**src/verilog/cfp_pkg.sv**
```systemverilog
package cfp_pkg;

  // Register byte offsets
  localparam logic [11:0] ADDR_DIVIDER = 12'h000;
  localparam logic [11:0] ADDR_OSCCTL = 12'h004;
  localparam logic [11:0] ADDR_PMSTAT = 12'h008;

  // Clock divider register fields
  localparam int DIV_RECOVER_BIT = 15;
  localparam int DIV_DOZE_LSB = 12;
  localparam int DIV_DOZE_EN_BIT = 11;

  // Oscillator control register fields
  localparam int OSC_PLL_BIT = 11;
  localparam int OSC_NEXT_LSB = 8;
  localparam int OSC_CUR_LSB = 4;
  localparam int OSC_FAIL_BIT = 3;

  // Power-management status fields
  localparam int PM_MODE_LSB = 0;
  localparam int PM_DOZE_BIT = 2;

  localparam int DOZE_W = 3;
  localparam int OSC_W = 3;

  localparam logic [DOZE_W-1:0] DOZE_RESET = 3'h0;
  localparam logic [OSC_W-1:0] OSC_FAST_RC = 3'h0;

  // Power-save instruction operand
  localparam logic PS_SLEEP = 1'b0;
  localparam logic PS_IDLE = 1'b1;

  // Mode codes shown in the status register
  localparam logic [1:0] MODE_RUN = 2'h0;
  localparam logic [1:0] MODE_IDLE = 2'h1;
  localparam logic [1:0] MODE_SLEEP = 2'h2;
  localparam logic [1:0] MODE_WAKE = 2'h3;

  // Cycles from wake to first CPU clock, inside the 2-4 window
  localparam int WAKE_CYCLES = 3;
  localparam logic [1:0] WAKE_LOAD = 2'(WAKE_CYCLES - 1);

  // Reference ticks without a system clock edge before failure
  localparam int FAIL_TICKS = 2;
  localparam logic [1:0] FAIL_LAST = 2'(FAIL_TICKS - 1);

  typedef struct packed {
    logic recover;
    logic [DOZE_W-1:0] ratio;
    logic enable;
  } cfp_divider_t;

endpackage

```
**src/verilog/cfp_power_ctrl.sv**
```systemverilog
`timescale 1ns/1ns
module cfp_power_ctrl (
  input wire logic pclk,
  input wire logic presetn,
  input wire logic psel,
  input wire logic penable,
  input wire logic pwrite,
  input wire logic [11:0] paddr,
  input wire logic [31:0] pwdata,
  output logic [31:0] prdata,
  output logic pready,
  output logic pslverr,
  input wire logic power_save_instr,
  input wire logic power_save_idle,
  input wire logic irq_pending,
  input wire logic watchdog_enable,
  input wire logic watchdog_timeout,
  input wire logic clock_switch_cfg_bit,
  input wire logic [2:0] default_osc,
  input wire logic sys_clk_edge,
  input wire logic low_power_rc_tick,
  output logic low_power_rc_osc_run,
  output logic sys_osc_run,
  output logic [2:0] osc_select,
  output logic pll_select,
  output logic clk_fail_trap,
  output logic cpu_clk_en,
  output logic periph_clk_en,
  output logic async_logic_en,
  output logic watchdog_clear,
  output logic resume_at_isr,
  output logic cpu_halted
);

  typedef enum logic [2:0] {
    ST_RUN,
    ST_ENTER,
    ST_SLEEP,
    ST_IDLE,
    ST_WAKE
  } cfp_state_t;

  cfp_state_t state;
  cfp_pkg::cfp_divider_t divider;
  logic [2:0] next_osc_select;
  logic pll_en;
  logic fail_flag;
  logic strap_done;
  logic target_idle;
  logic [1:0] wake_cnt;
  logic [1:0] miss_cnt;
  logic fail_event;
  logic mon_enable;
  logic mon_active;
  logic wake_event;
  logic doze_tick;
  logic apb_wr;
  logic apb_rd;
  logic [1:0] mode_code;

  assign apb_wr = psel && penable && pwrite;
  assign apb_rd = psel && !pwrite;
  assign pready = 1'b1;

  // Monitor and switching need the configuration bit programmed low
  assign mon_enable = !clock_switch_cfg_bit;
  assign mon_active = mon_enable && state != ST_SLEEP
    && osc_select != cfp_pkg::OSC_FAST_RC;
  assign wake_event = irq_pending || watchdog_timeout;

  // Clock divider register; an interrupt may end doze
  always_ff @(posedge pclk or negedge presetn)
  begin
    if (!presetn)
    begin
      divider.recover <= 1'b0;
      divider.ratio <= cfp_pkg::DOZE_RESET;
      divider.enable <= 1'b0;
    end
    else
    begin
      if (apb_wr && paddr == cfp_pkg::ADDR_DIVIDER)
      begin
        divider.recover <= pwdata[cfp_pkg::DIV_RECOVER_BIT];
        divider.ratio <= pwdata[cfp_pkg::DIV_DOZE_LSB +:
          cfp_pkg::DOZE_W];
        divider.enable <= pwdata[cfp_pkg::DIV_DOZE_EN_BIT];
      end
      if (divider.recover && divider.enable && irq_pending)
        divider.enable <= 1'b0;
    end
  end

  // Oscillator selection and PLL control
  always_ff @(posedge pclk or negedge presetn)
  begin
    if (!presetn)
    begin
      next_osc_select <= cfp_pkg::OSC_FAST_RC;
      pll_en <= 1'b0;
    end
    else if (apb_wr && paddr == cfp_pkg::ADDR_OSCCTL && mon_enable)
    begin
      next_osc_select <= pwdata[cfp_pkg::OSC_NEXT_LSB +:
        cfp_pkg::OSC_W];
      pll_en <= pwdata[cfp_pkg::OSC_PLL_BIT];
    end
  end

  // Active source: strap after reset, then switches or fail-over
  always_ff @(posedge pclk or negedge presetn)
  begin
    if (!presetn)
    begin
      osc_select <= cfp_pkg::OSC_FAST_RC;
      strap_done <= 1'b0;
    end
    else if (!strap_done)
    begin
      osc_select <= default_osc;
      strap_done <= 1'b1;
    end
    else if (fail_event)
      osc_select <= cfp_pkg::OSC_FAST_RC;
    else if (mon_enable && apb_wr && paddr == cfp_pkg::ADDR_OSCCTL)
      osc_select <= pwdata[cfp_pkg::OSC_NEXT_LSB +: cfp_pkg::OSC_W];
  end

  // PLL factor survives fail-over
  assign pll_select = pll_en;

  // Missing-edge counter on the low-power RC reference
  assign fail_event = mon_active && low_power_rc_tick && !sys_clk_edge
    && miss_cnt == cfp_pkg::FAIL_LAST;

  always_ff @(posedge pclk or negedge presetn)
  begin
    if (!presetn)
      miss_cnt <= '0;
    else if (!mon_active || sys_clk_edge || fail_event)
      miss_cnt <= '0;
    else if (low_power_rc_tick)
      miss_cnt <= miss_cnt + 1'b1;
  end

  // Sticky failure flag, set beats write-one-to-clear
  always_ff @(posedge pclk or negedge presetn)
  begin
    if (!presetn)
      fail_flag <= 1'b0;
    else if (fail_event)
      fail_flag <= 1'b1;
    else if (apb_wr && paddr == cfp_pkg::ADDR_OSCCTL
      && pwdata[cfp_pkg::OSC_FAIL_BIT])
      fail_flag <= 1'b0;
  end

  always_ff @(posedge pclk or negedge presetn)
  begin
    if (!presetn)
      clk_fail_trap <= 1'b0;
    else
      clk_fail_trap <= fail_event;
  end

  // Power-save sequencer
  always_ff @(posedge pclk or negedge presetn)
  begin
    if (!presetn)
    begin
      state <= ST_RUN;
      target_idle <= 1'b0;
      wake_cnt <= '0;
    end
    else
    begin
      unique case (state)
        ST_RUN:
          if (power_save_instr)
          begin
            state <= ST_ENTER;
            target_idle <= power_save_idle == cfp_pkg::PS_IDLE;
          end
        ST_ENTER:
          // Interrupts wait here until the mode is reached
          state <= target_idle ? ST_IDLE : ST_SLEEP;
        ST_SLEEP, ST_IDLE:
          if (wake_event)
          begin
            state <= ST_WAKE;
            wake_cnt <= cfp_pkg::WAKE_LOAD;
          end
        ST_WAKE:
          if (wake_cnt == '0)
            state <= ST_RUN;
          else
            wake_cnt <= wake_cnt - 1'b1;
      endcase
    end
  end

  // Resume point: handler when an interrupt woke the device
  always_ff @(posedge pclk or negedge presetn)
  begin
    if (!presetn)
      resume_at_isr <= 1'b0;
    else if ((state == ST_SLEEP || state == ST_IDLE) && wake_event)
      resume_at_isr <= irq_pending;
  end

  // Watchdog cleared as the mode is entered
  always_ff @(posedge pclk or negedge presetn)
  begin
    if (!presetn)
      watchdog_clear <= 1'b0;
    else
      watchdog_clear <= state == ST_RUN && power_save_instr;
  end

  cfp_doze_div #(
    .RATIO_W(cfp_pkg::DOZE_W)
  ) u_doze (
    .pclk(pclk),
    .presetn(presetn),
    .enable(divider.enable),
    .ratio(divider.ratio),
    .tick(doze_tick)
  );

  assign cpu_halted = state != ST_RUN;
  assign cpu_clk_en = state == ST_RUN && doze_tick;
  assign periph_clk_en = state != ST_SLEEP;
  assign sys_osc_run = state != ST_SLEEP;
  assign async_logic_en = 1'b1;
  assign low_power_rc_osc_run = (state == ST_SLEEP) ? watchdog_enable
    : (state == ST_IDLE) ? (watchdog_enable || mon_enable)
    : (mon_enable || watchdog_enable);

  always_comb
  begin
    unique case (state)
      ST_SLEEP: mode_code = cfp_pkg::MODE_SLEEP;
      ST_IDLE: mode_code = cfp_pkg::MODE_IDLE;
      ST_WAKE: mode_code = cfp_pkg::MODE_WAKE;
      default: mode_code = cfp_pkg::MODE_RUN;
    endcase
  end

  // Read data registered in the setup phase
  always_ff @(posedge pclk or negedge presetn)
  begin
    if (!presetn)
      prdata <= '0;
    else if (apb_rd && !penable)
    begin
      prdata <= '0;
      unique case (paddr)
        cfp_pkg::ADDR_DIVIDER:
        begin
          prdata[cfp_pkg::DIV_RECOVER_BIT] <= divider.recover;
          prdata[cfp_pkg::DIV_DOZE_LSB +: cfp_pkg::DOZE_W]
            <= divider.ratio;
          prdata[cfp_pkg::DIV_DOZE_EN_BIT] <= divider.enable;
        end
        cfp_pkg::ADDR_OSCCTL:
        begin
          prdata[cfp_pkg::OSC_PLL_BIT] <= pll_en;
          prdata[cfp_pkg::OSC_NEXT_LSB +: cfp_pkg::OSC_W]
            <= next_osc_select;
          prdata[cfp_pkg::OSC_CUR_LSB +: cfp_pkg::OSC_W] <= osc_select;
          prdata[cfp_pkg::OSC_FAIL_BIT] <= fail_flag;
        end
        cfp_pkg::ADDR_PMSTAT:
        begin
          prdata[cfp_pkg::PM_MODE_LSB +: 2] <= mode_code;
          prdata[cfp_pkg::PM_DOZE_BIT] <= divider.enable;
        end
        default:
          prdata <= '0;
      endcase
    end
  end

  assign pslverr = psel && penable && paddr != cfp_pkg::ADDR_DIVIDER
    && paddr != cfp_pkg::ADDR_OSCCTL && paddr != cfp_pkg::ADDR_PMSTAT;
endmodule

```
**src/verilog/cfp_doze_div.sv**
```systemverilog
`timescale 1ns/1ns
module cfp_doze_div #(
  parameter int RATIO_W = 3
) (
  input wire logic pclk,
  input wire logic presetn,
  input wire logic enable,
  input wire logic [RATIO_W-1:0] ratio,
  output logic tick
);

  localparam int CNT_W = (1 << RATIO_W) - 1;

  logic [CNT_W-1:0] cnt;
  logic [CNT_W-1:0] last;

  // Divisor is two to the power of the ratio field
  assign last = CNT_W'((1 << ratio) - 1);

  always_ff @(posedge pclk or negedge presetn)
  begin
    if (!presetn)
      cnt <= '0;
    else if (!enable || cnt >= last)
      cnt <= '0;
    else
      cnt <= cnt + 1'b1;
  end

  assign tick = !enable || (cnt == '0);

endmodule

```
**config.mk**
```make
export PLATFORM = sky130hd
export DESIGN_NAME = cfp_power_ctrl
export DESIGN_NICKNAME = d
export VERILOG_FILES = /design/src/verilog/cfp_pkg.sv /design/src/verilog/cfp_power_ctrl.sv /design/src/verilog/cfp_doze_div.sv
export SDC_FILE = /design/constraint.sdc
export NUM_CORES = 1
export LEC_CHECK = 0
export BUFFER_PORTS_ARGS = -buffer_cell sky130_fd_sc_hd__buf_2
export CAP_MARGIN = 40
export CORE_MARGIN = 8
export CORE_UTILIZATION = 38
export DETAILED_ROUTE_END_ITERATION = 8
export PLACE_DENSITY = 0.67
export SYNTH_ARGS = -nofsm -noshare
export SYNTH_HDL_FRONTEND = slang
export SYNTH_SLANG_ARGS = --single-unit
export TNS_END_PERCENT = 10
```
**constraint.sdc**
```tcl
create_clock -name pclk -period 4.2 [get_ports pclk]
set_input_delay 0.42 -clock pclk [delete_from_list [all_inputs] [get_ports pclk]]
set_output_delay 0.42 -clock pclk [all_outputs]
set_load 0.01 [all_outputs]
```
==> impl_metrics.env, run 1 <==
export IMPL_syn_inst=229
export IMPL_fmax_ghz=0.491
export IMPL_ios=107
export IMPL_path_buf_inv=2
export IMPL_avgSynthCellArea_um2=10.5
export IMPL_critPathKind="input port to primary output"
export IMPL_num_vias=1787
export IMPL_placed_area_mm2=0.00276
export IMPL_numCtsBuffers=5
export IMPL_power_density_mw_per_mm2=384
export IMPL_synth_simple_area_share_pct=14.7
export IMPL_drt_pre_antenna_iters=4
export IMPL_cp_top_family="simple AND/OR/NAND/NOR gates"
export IMPL_synth_compound_area_share_pct=12.4
export IMPL_maxCapViolCount=0
export IMPL_finalCriticalPeriod_ns=2.04
export IMPL_synth_xor_area_share_pct=2.18
export IMPL_muxShareOfSynthArea_pct=6.22
export IMPL_cts_tree="yes"
export IMPL_cts_buffer_depth=2
export IMPL_ys_ff_latch=47
export IMPL_insertedDiodeCount=0
export IMPL_cts_setup_buffers=0
export IMPL_via_per_inst=4.78
export IMPL_hold_violations=0
export IMPL_wl_met1_mm=2.28
export IMPL_syn_area_mm2=0.00241
export IMPL_nets=367
export IMPL_route_met3_wl_um=318
export IMPL_gp_congestion=0.767
export IMPL_cpPeakStageDelay_ns=0.43
export IMPL_final_setup_viol_count=0
export IMPL_cp_data_required_time_ns=3.78
export IMPL_fin_area_mm2=0.00288
export IMPL_antenna_found_initial=0
export IMPL_worst_path_max_fanout=3
export IMPL_drt_iter0_markers=35
export IMPL_num_rows=29
export IMPL_wl_per_cell_um=14.1
export IMPL_clk_pin_slew_ns=0.09
export IMPL_status="finished clean"
export IMPL_fp_dieH_um=95.7
export IMPL_leakage_nw=1.51
export IMPL_drv_slew=0
export IMPL_reg2reg_slack_ns=2.19
export IMPL_rsz0062_at_grt="false"
export IMPL_path_cells="buf_2 -> nor4_1 -> nand3_1 -> a21o_1 -> and3_1 -> buf_2"
export IMPL_crit_path_top_delay_cell="nor4_1"
export IMPL_top_layer_used="met4"
export IMPL_routed_wl_mm=5.28
export IMPL_dieWidth_um=95.7
export IMPL_hold_class="input port to asynchronous set/reset pin"
export IMPL_yosysWarningCount=0
export IMPL_nFillCells=604
export IMPL_tns_ns=0
export IMPL_cts_sinks=47
export IMPL_synthArstFlopShare_pct=100
export IMPL_area_growth_pct=19.2
export IMPL_core_area_mm2=0.00624
export IMPL_dp_hpwl_mm=4.32
export IMPL_ant_nets=0
export IMPL_grt_pass1_vias=1839
export IMPL_dieArea_mm2=0.00915
export IMPL_io_buffers=64
export IMPL_ir_worst_vdd_uv=180
export IMPL_layout_drive_gt1_share_pct=29.0
export IMPL_cp_start_kind="input port"
export IMPL_seq_area_frac_synth_pct=48.8
export IMPL_endpoint_kind="primary output"
export IMPL_relSlewSlack_pct=60.6
export IMPL_wl_met2_mm=2.61
export IMPL_grt_total_usage_pct=11.9
export IMPL_grt_pass1_wl_mm=8.54
export IMPL_cp_arrival_ns=1.62
export IMPL_synth_top_family_by_area="simple AND/OR/NAND/NOR gates"
export IMPL_yosysUniqueCellTypes=43
export IMPL_cts_root_buf="clkbuf_8"
export IMPL_worst_pin_slew_ns=0.589
export IMPL_cpMostUsedCell="buf_2"
export IMPL_synth_main_ff_cell="dfrtp_1"
export IMPL_clkLatencyLatePin_ns=0.30
export IMPL_grt_max_degree=26
export IMPL_drc=0
export IMPL_post_route_period_util_pct=48.5
export IMPL_htree_levels=2
export IMPL_overflow=0
export IMPL_holdBufCountCts=0
export IMPL_initial_utilization_pct=38.7
export IMPL_synth_edf_count=0
export IMPL_finClkSkew_ns=0.00630
export IMPL_cts_resized=0
export IMPL_synthAdderAreaFrac_pct=5.71
==> routing by layer <==
metal	vias to the layer above	global-route usage, %
met5	-	0
met4	0	3.46
met3	7	3.39
li1	897	-
met1	839	13.8
met2	44	20.9
==> sequential cells by signal, indices dropped and copies added (netlist names), 2 cells and up <==
register / count
miss_cnt: 2
next_osc_select: 3
state: 3
prdata: 15
u_doze.cnt: 7
divider: 5
osc_select: 3
wake_cnt: 2
==> Yosys cell counts, types with 5 or more instances <==
library cell	n	area, um2
a21oi_1	7	35.0
a22o_1	13	114
ha_1	11	138
o21ai_0	5	25.0
mux2_2	8	90.1
nand2_1	12	45.0
nand3_1	6	30.0
inv_1	18	67.6
nor2_1	20	75.1
buf_4	20	150
dfrtp_1	47	1180
mux2i_1	6	60.1
==> report_power, final <==
| group | total, mW | switching (mW) | internal [mW] |
|---|---|---|---|
| Combinational | 0.220 | 0.122 | 0.0979 |
| Clock | 0.355 | 0.159 | 0.196 |
| Sequential | 0.528 | 0.0378 | 0.490 |
| Total | 1.10 | 0.319 | 0.784 |
==> through the flow <==
stage                     hold WS [ns]  util [%]  std cells  setup slack, ns  power, mW
after floorplan                  0.124         -        247             2.25      0.690
after global placement           0.467      43.7        364             1.81      0.752
after detailed placement         0.439      44.1        366             1.94      0.762
after CTS                        0.103      46.1        374             2.15       1.12
after global routing             0.118      46.1        374             1.98       1.17
final                           0.0870      46.1        374             2.16       1.10
==> path summary, 6_finish.rpt <==
| path | start | end | depth (start not counted) |
|---|---|---|---|
| worst min-delay path | presetn | prdata[4] | 1 |
| worst max-delay path | paddr[7] | pslverr | 6 |
| worst max register to register | divider[2] | u_doze.cnt[3] | 7 |
| max in group asynchronous | presetn | u_doze.cnt[5] | 2 |
| min in group pclk | pwdata[14] | divider[3] | 3 |
| worst min register to register | prdata[1] | prdata[1] | 2 |
==> kinds of logic (layout without fill, tap and decap cells) <==
group | after synthesis | in the layout
and+or+nand+nor | 66 | 66
adders and majority gates | 11 | 11
DFF | 47 | 47
other | 2 | 20
AOI/OAI and AO/OA | 41 | 41
buffers and inverters | 42 | 92
xor gates and xnor gates | 6 | 6
muxes | 14 | 14
==> worst reg2reg max path, cell delays in order (launching register included) <==
cell	delay [ns]
dfrtp_1	0.46
or3_1	0.40
ha_1	0.27
nand2b_1	0.09
a21o_1	0.11
a21oi_1	0.06
o21ai_1	0.39
nor2_1	0.10
==> placed cells by master (no fill, tap or decap), types with 2 or more instances in the layout <==
master / n
buf_2: 65
dfrtp_1: 47
nor2_1: 20
conb_1: 20
inv_1: 18
a22o_1: 13
nand2_1: 12
ha_1: 11
mux2_2: 8
a21oi_1: 7
nand3_1: 6
mux2i_1: 6
clkbuf_8: 6
o21ai_0: 5
a21o_1: 4
xnor2_1: 4
nor4_1: 4
nor3_1: 3
or3_1: 3
nand3b_1: 3
and3_1: 2
xor2_1: 2
nand2b_1: 2
nand4_1: 2
nor3b_1: 2
nor2b_1: 2
o22ai_1: 2
==> cell type report <==
cell class | count | area [um2] | share of cell area (%)
repair buffers | 66 | 345 | 12.0
clock inverters | 2 | 38.8 | 1.35
flip-flops and latches | 47 | 1180 | 40.9
multi-input cells | 158 | 1070 | 37.2
well taps | 77 | 96.3 | 3.35
inverters | 18 | 67.6 | 2.35
clock buffers | 6 | 82.6 | 2.87
Note: power is estimated with default switching activity, not from simulation.
==> inputs of run 2 (changes only) <==
--- a/config.mk
+++ b/config.mk
@@ -5,12 +5,13 @@
 export SDC_FILE = /design/constraint.sdc
 export NUM_CORES = 1
 export LEC_CHECK = 0
+export ABC_AREA = 1
 export BUFFER_PORTS_ARGS = -buffer_cell sky130_fd_sc_hd__buf_2
 export CAP_MARGIN = 40
 export CORE_MARGIN = 8
 export CORE_UTILIZATION = 38
 export DETAILED_ROUTE_END_ITERATION = 8
-export PLACE_DENSITY = 0.67
+export PLACE_DENSITY = 0.68
 export SYNTH_ARGS = -nofsm -noshare
 export SYNTH_HDL_FRONTEND = slang
 export SYNTH_SLANG_ARGS = --single-unit
==> constraint.sdc (replaced) <==
create_clock -name pclk -period 1.8 [get_ports pclk]
set_input_delay 0.18 -clock pclk [delete_from_list [all_inputs] [get_ports pclk]]
set_output_delay 0.18 -clock pclk [all_outputs]
set_load 0.01 [all_outputs]
==> run 2 against run 1 <==
Net effect: clock power is 79% higher; global-route usage is 0.68 points higher; cell count is 21% higher; sequential power is 140% higher; routed wire length is 16% higher; combinational power grew to 3.0 times the previous value; critical path type is now register to primary output; largest power group unchanged.
==> impl_metrics.env, run 2 <==
export IMPL_drc=0
export IMPL_reg2reg_slack_ns=0.21
export IMPL_cts_root_buf="clkbuf_8"
export IMPL_grt_pass1_wl_mm=10.1
export IMPL_maxCapViolCount=0
export IMPL_relSlewSlack_pct=59.3
export IMPL_cp_arrival_ns=1.53
export IMPL_grt_pass1_vias=2204
export IMPL_ios=107
export IMPL_ff2ff_path_depth=9
export IMPL_tns_ns=0
export IMPL_fmax_ghz=0.584
export IMPL_via_per_inst=4.70
export IMPL_grt_max_degree=48
export IMPL_critPathCapture="low_power_rc_osc_run"
export IMPL_critPathKind="register to primary output"
export IMPL_post_route_util_pct=45.6
export IMPL_synth_top_area_share_pct=44.9
export IMPL_timing_rr_start="divider[2]"
export IMPL_fin_area_mm2=0.00306
export IMPL_cts_tree="yes"
export IMPL_seq_area_frac_synth_pct=44.9
export IMPL_status="finished clean"
export IMPL_core_area_mm2=0.00672
export IMPL_hold_violations=0
export IMPL_antenna_found_initial=0
export IMPL_dp_hpwl_mm=4.77
export IMPL_finClkSkew_ns=0.00700
export IMPL_dieArea_mm2=0.00981
export IMPL_numCtsBuffers=5
export IMPL_leakage_nw=1.65
export IMPL_synth_commonest_cells="66 x nand2_1, 47 x dfrtp_1, 28 x inv_1, 22 x nor2_1, 20 x buf_4"
export IMPL_synth_edf_count=0
export IMPL_cts_sinks=47
export IMPL_layout_drive_gt1_share_pct=26.5
export IMPL_nFillCells=664
export IMPL_drv_slew=0
export IMPL_clkLatencyLatePin_ns=0.30
export IMPL_yosysMostFrequentCell="nand2_1"
export IMPL_cp_start_kind="register"
export IMPL_synth_main_ff_cell="dfrtp_1"
export IMPL_wl_per_cell_um=13.5
export IMPL_regArea_mm2=0.00118
export IMPL_nets=444
export IMPL_yosysWarningCount=0
export IMPL_finalCriticalPeriod_ns=1.71
export IMPL_worst_pin_slew_ns=0.611
export IMPL_power_mw=2.55
export IMPL_critPathLaunch="state[0]"
export IMPL_ys_ff_latch=47
export IMPL_synth_area_leaders="dfrtp_1 45%, nand2_1 9.5%, buf_4 5.7%"
export IMPL_clk_pin_slew_ns=0.09
export IMPL_synthArstFlopShare_pct=100
export IMPL_cts_buffer_depth=2
export IMPL_placed_area_mm2=0.00296
export IMPL_num_rows=30
export IMPL_gp_congestion=0.848
export IMPL_synth_top_area_cell="dfrtp_1"
export IMPL_largestRegisters="prdata: 15 flops, u_doze.cnt: 7 flops, divider: 5 flops"
export IMPL_ir_worst_vdd_uv=281
export IMPL_final_setup_viol_count=0
export IMPL_io_buffers=64
export IMPL_rr_endpoint="u_doze.cnt[5]"
export IMPL_syn_area_mm2=0.00262
export IMPL_rsz0062_at_grt="false"
export IMPL_post_route_period_util_pct=95.1
export IMPL_hold_class="input port to register"
export IMPL_layout_common_cells="66 x nand2_1, 64 x buf_2, 47 x dfrtp_1"
export IMPL_ant_nets=0
export IMPL_num_vias=2133
export IMPL_worst_path_max_fanout=4
export IMPL_grt_total_usage_pct=12.6
export IMPL_syn_inst=304
export IMPL_area_growth_pct=16.9
export IMPL_initial_utilization_pct=39.0
export IMPL_htree_levels=2
export IMPL_final_common_cell="nand2_1"
export IMPL_drt_iter0_markers=74
export IMPL_power_density_mw_per_mm2=831
export IMPL_dieWidth_um=99.1
export IMPL_fp_dieH_um=99.1
export IMPL_avgSynthCellArea_um2=8.62
export IMPL_overflow=0
export IMPL_insertedDiodeCount=0
export IMPL_max_flop_register="prdata"
export IMPL_routed_wl_mm=6.11
export IMPL_yosysUniqueCellTypes=37
export IMPL_drt_pre_antenna_iters=4
export IMPL_multiInputGateArea_mm2=0.00123
export IMPL_endpoint_kind="primary output"
export IMPL_largest_register_ffs=15
export IMPL_cp_data_required_time_ns=1.62
[run 2: per-layer routing]
metal  track usage [%]  share of wire, %  routed length (um)
met4              4.89               1.6                  97
met5                 0                 0                   0
met2              21.3                50                3040
met1              14.5                43                2600
met3              3.88               6.1                 371
[run 2: layout make-up]
class                   instances  share of cell area (%)
flip-flops and latches         47                    38.4
well taps                      80                    3.27
inverters                      33                    4.04
clock inverters                 1                   0.163
clock buffers                   7                    2.49
multi-input cells             218                    40.1
repair buffers                 68                    11.5
[run 2: cells by family after synthesis]
logic type	Yosys count	share of synthesized area [%]
flops	47	44.9
other cells	2	0.287
buf+inv	57	11.1
xor+xnor	6	2.00
mux	2	0.859
simple gates	139	26.9
fa+ha+maj	11	5.25
compound gates	40	8.78
[run 2: worst min path at each step]
stage	from	slack, ns	cells after the start	to
after detailed placement	presetn	0.32	2	target_idle
after floorplan	presetn	-0.12	0	clk_fail_trap
final	pwdata[14]	0.08	3	divider[3]
after global routing	pwdata[14]	0.09	3	divider[3]
after global placement	presetn	0.32	2	state[0]
after CTS	pwdata[14]	0.07	3	divider[3]
[run 2: timing repair]
item	4_1_cts	5_1_grt
hold buffers	1	0
setup buffers	0	1
endpoints found under the setup margin	0	8
gates resized for setup	0	1
endpoints found under the hold margin	25	0
[run 2: critical path, stage by stage (launching register included)]
cell     delay [ns]
dfrtp_1        0.43
inv_1          0.14
nand3_4        0.10
nand2_1        0.09
inv_2          0.05
or2_2          0.27
buf_2          0.14
[run 2: power by group]
group / total [mW] / internal [mW] / switching, mW
Clock: 0.635 / 0.274 / 0.361
Combinational: 0.665 / 0.264 / 0.401
Sequential: 1.25 / 1.16 / 0.0906
[run 2: stage by stage]
stage / hold WS (ns) / setup slack [ns] / instances
floorplan: -0.116 / 0.349 / 322
global placement: 0.319 / 0.152 / 444
detailed placement: 0.324 / 0.0956 / 444
CTS: 0.0734 / 0.0262 / 453
global route: 0.0928 / 0.0134 / 454
finish: 0.0768 / 0.0884 / 454
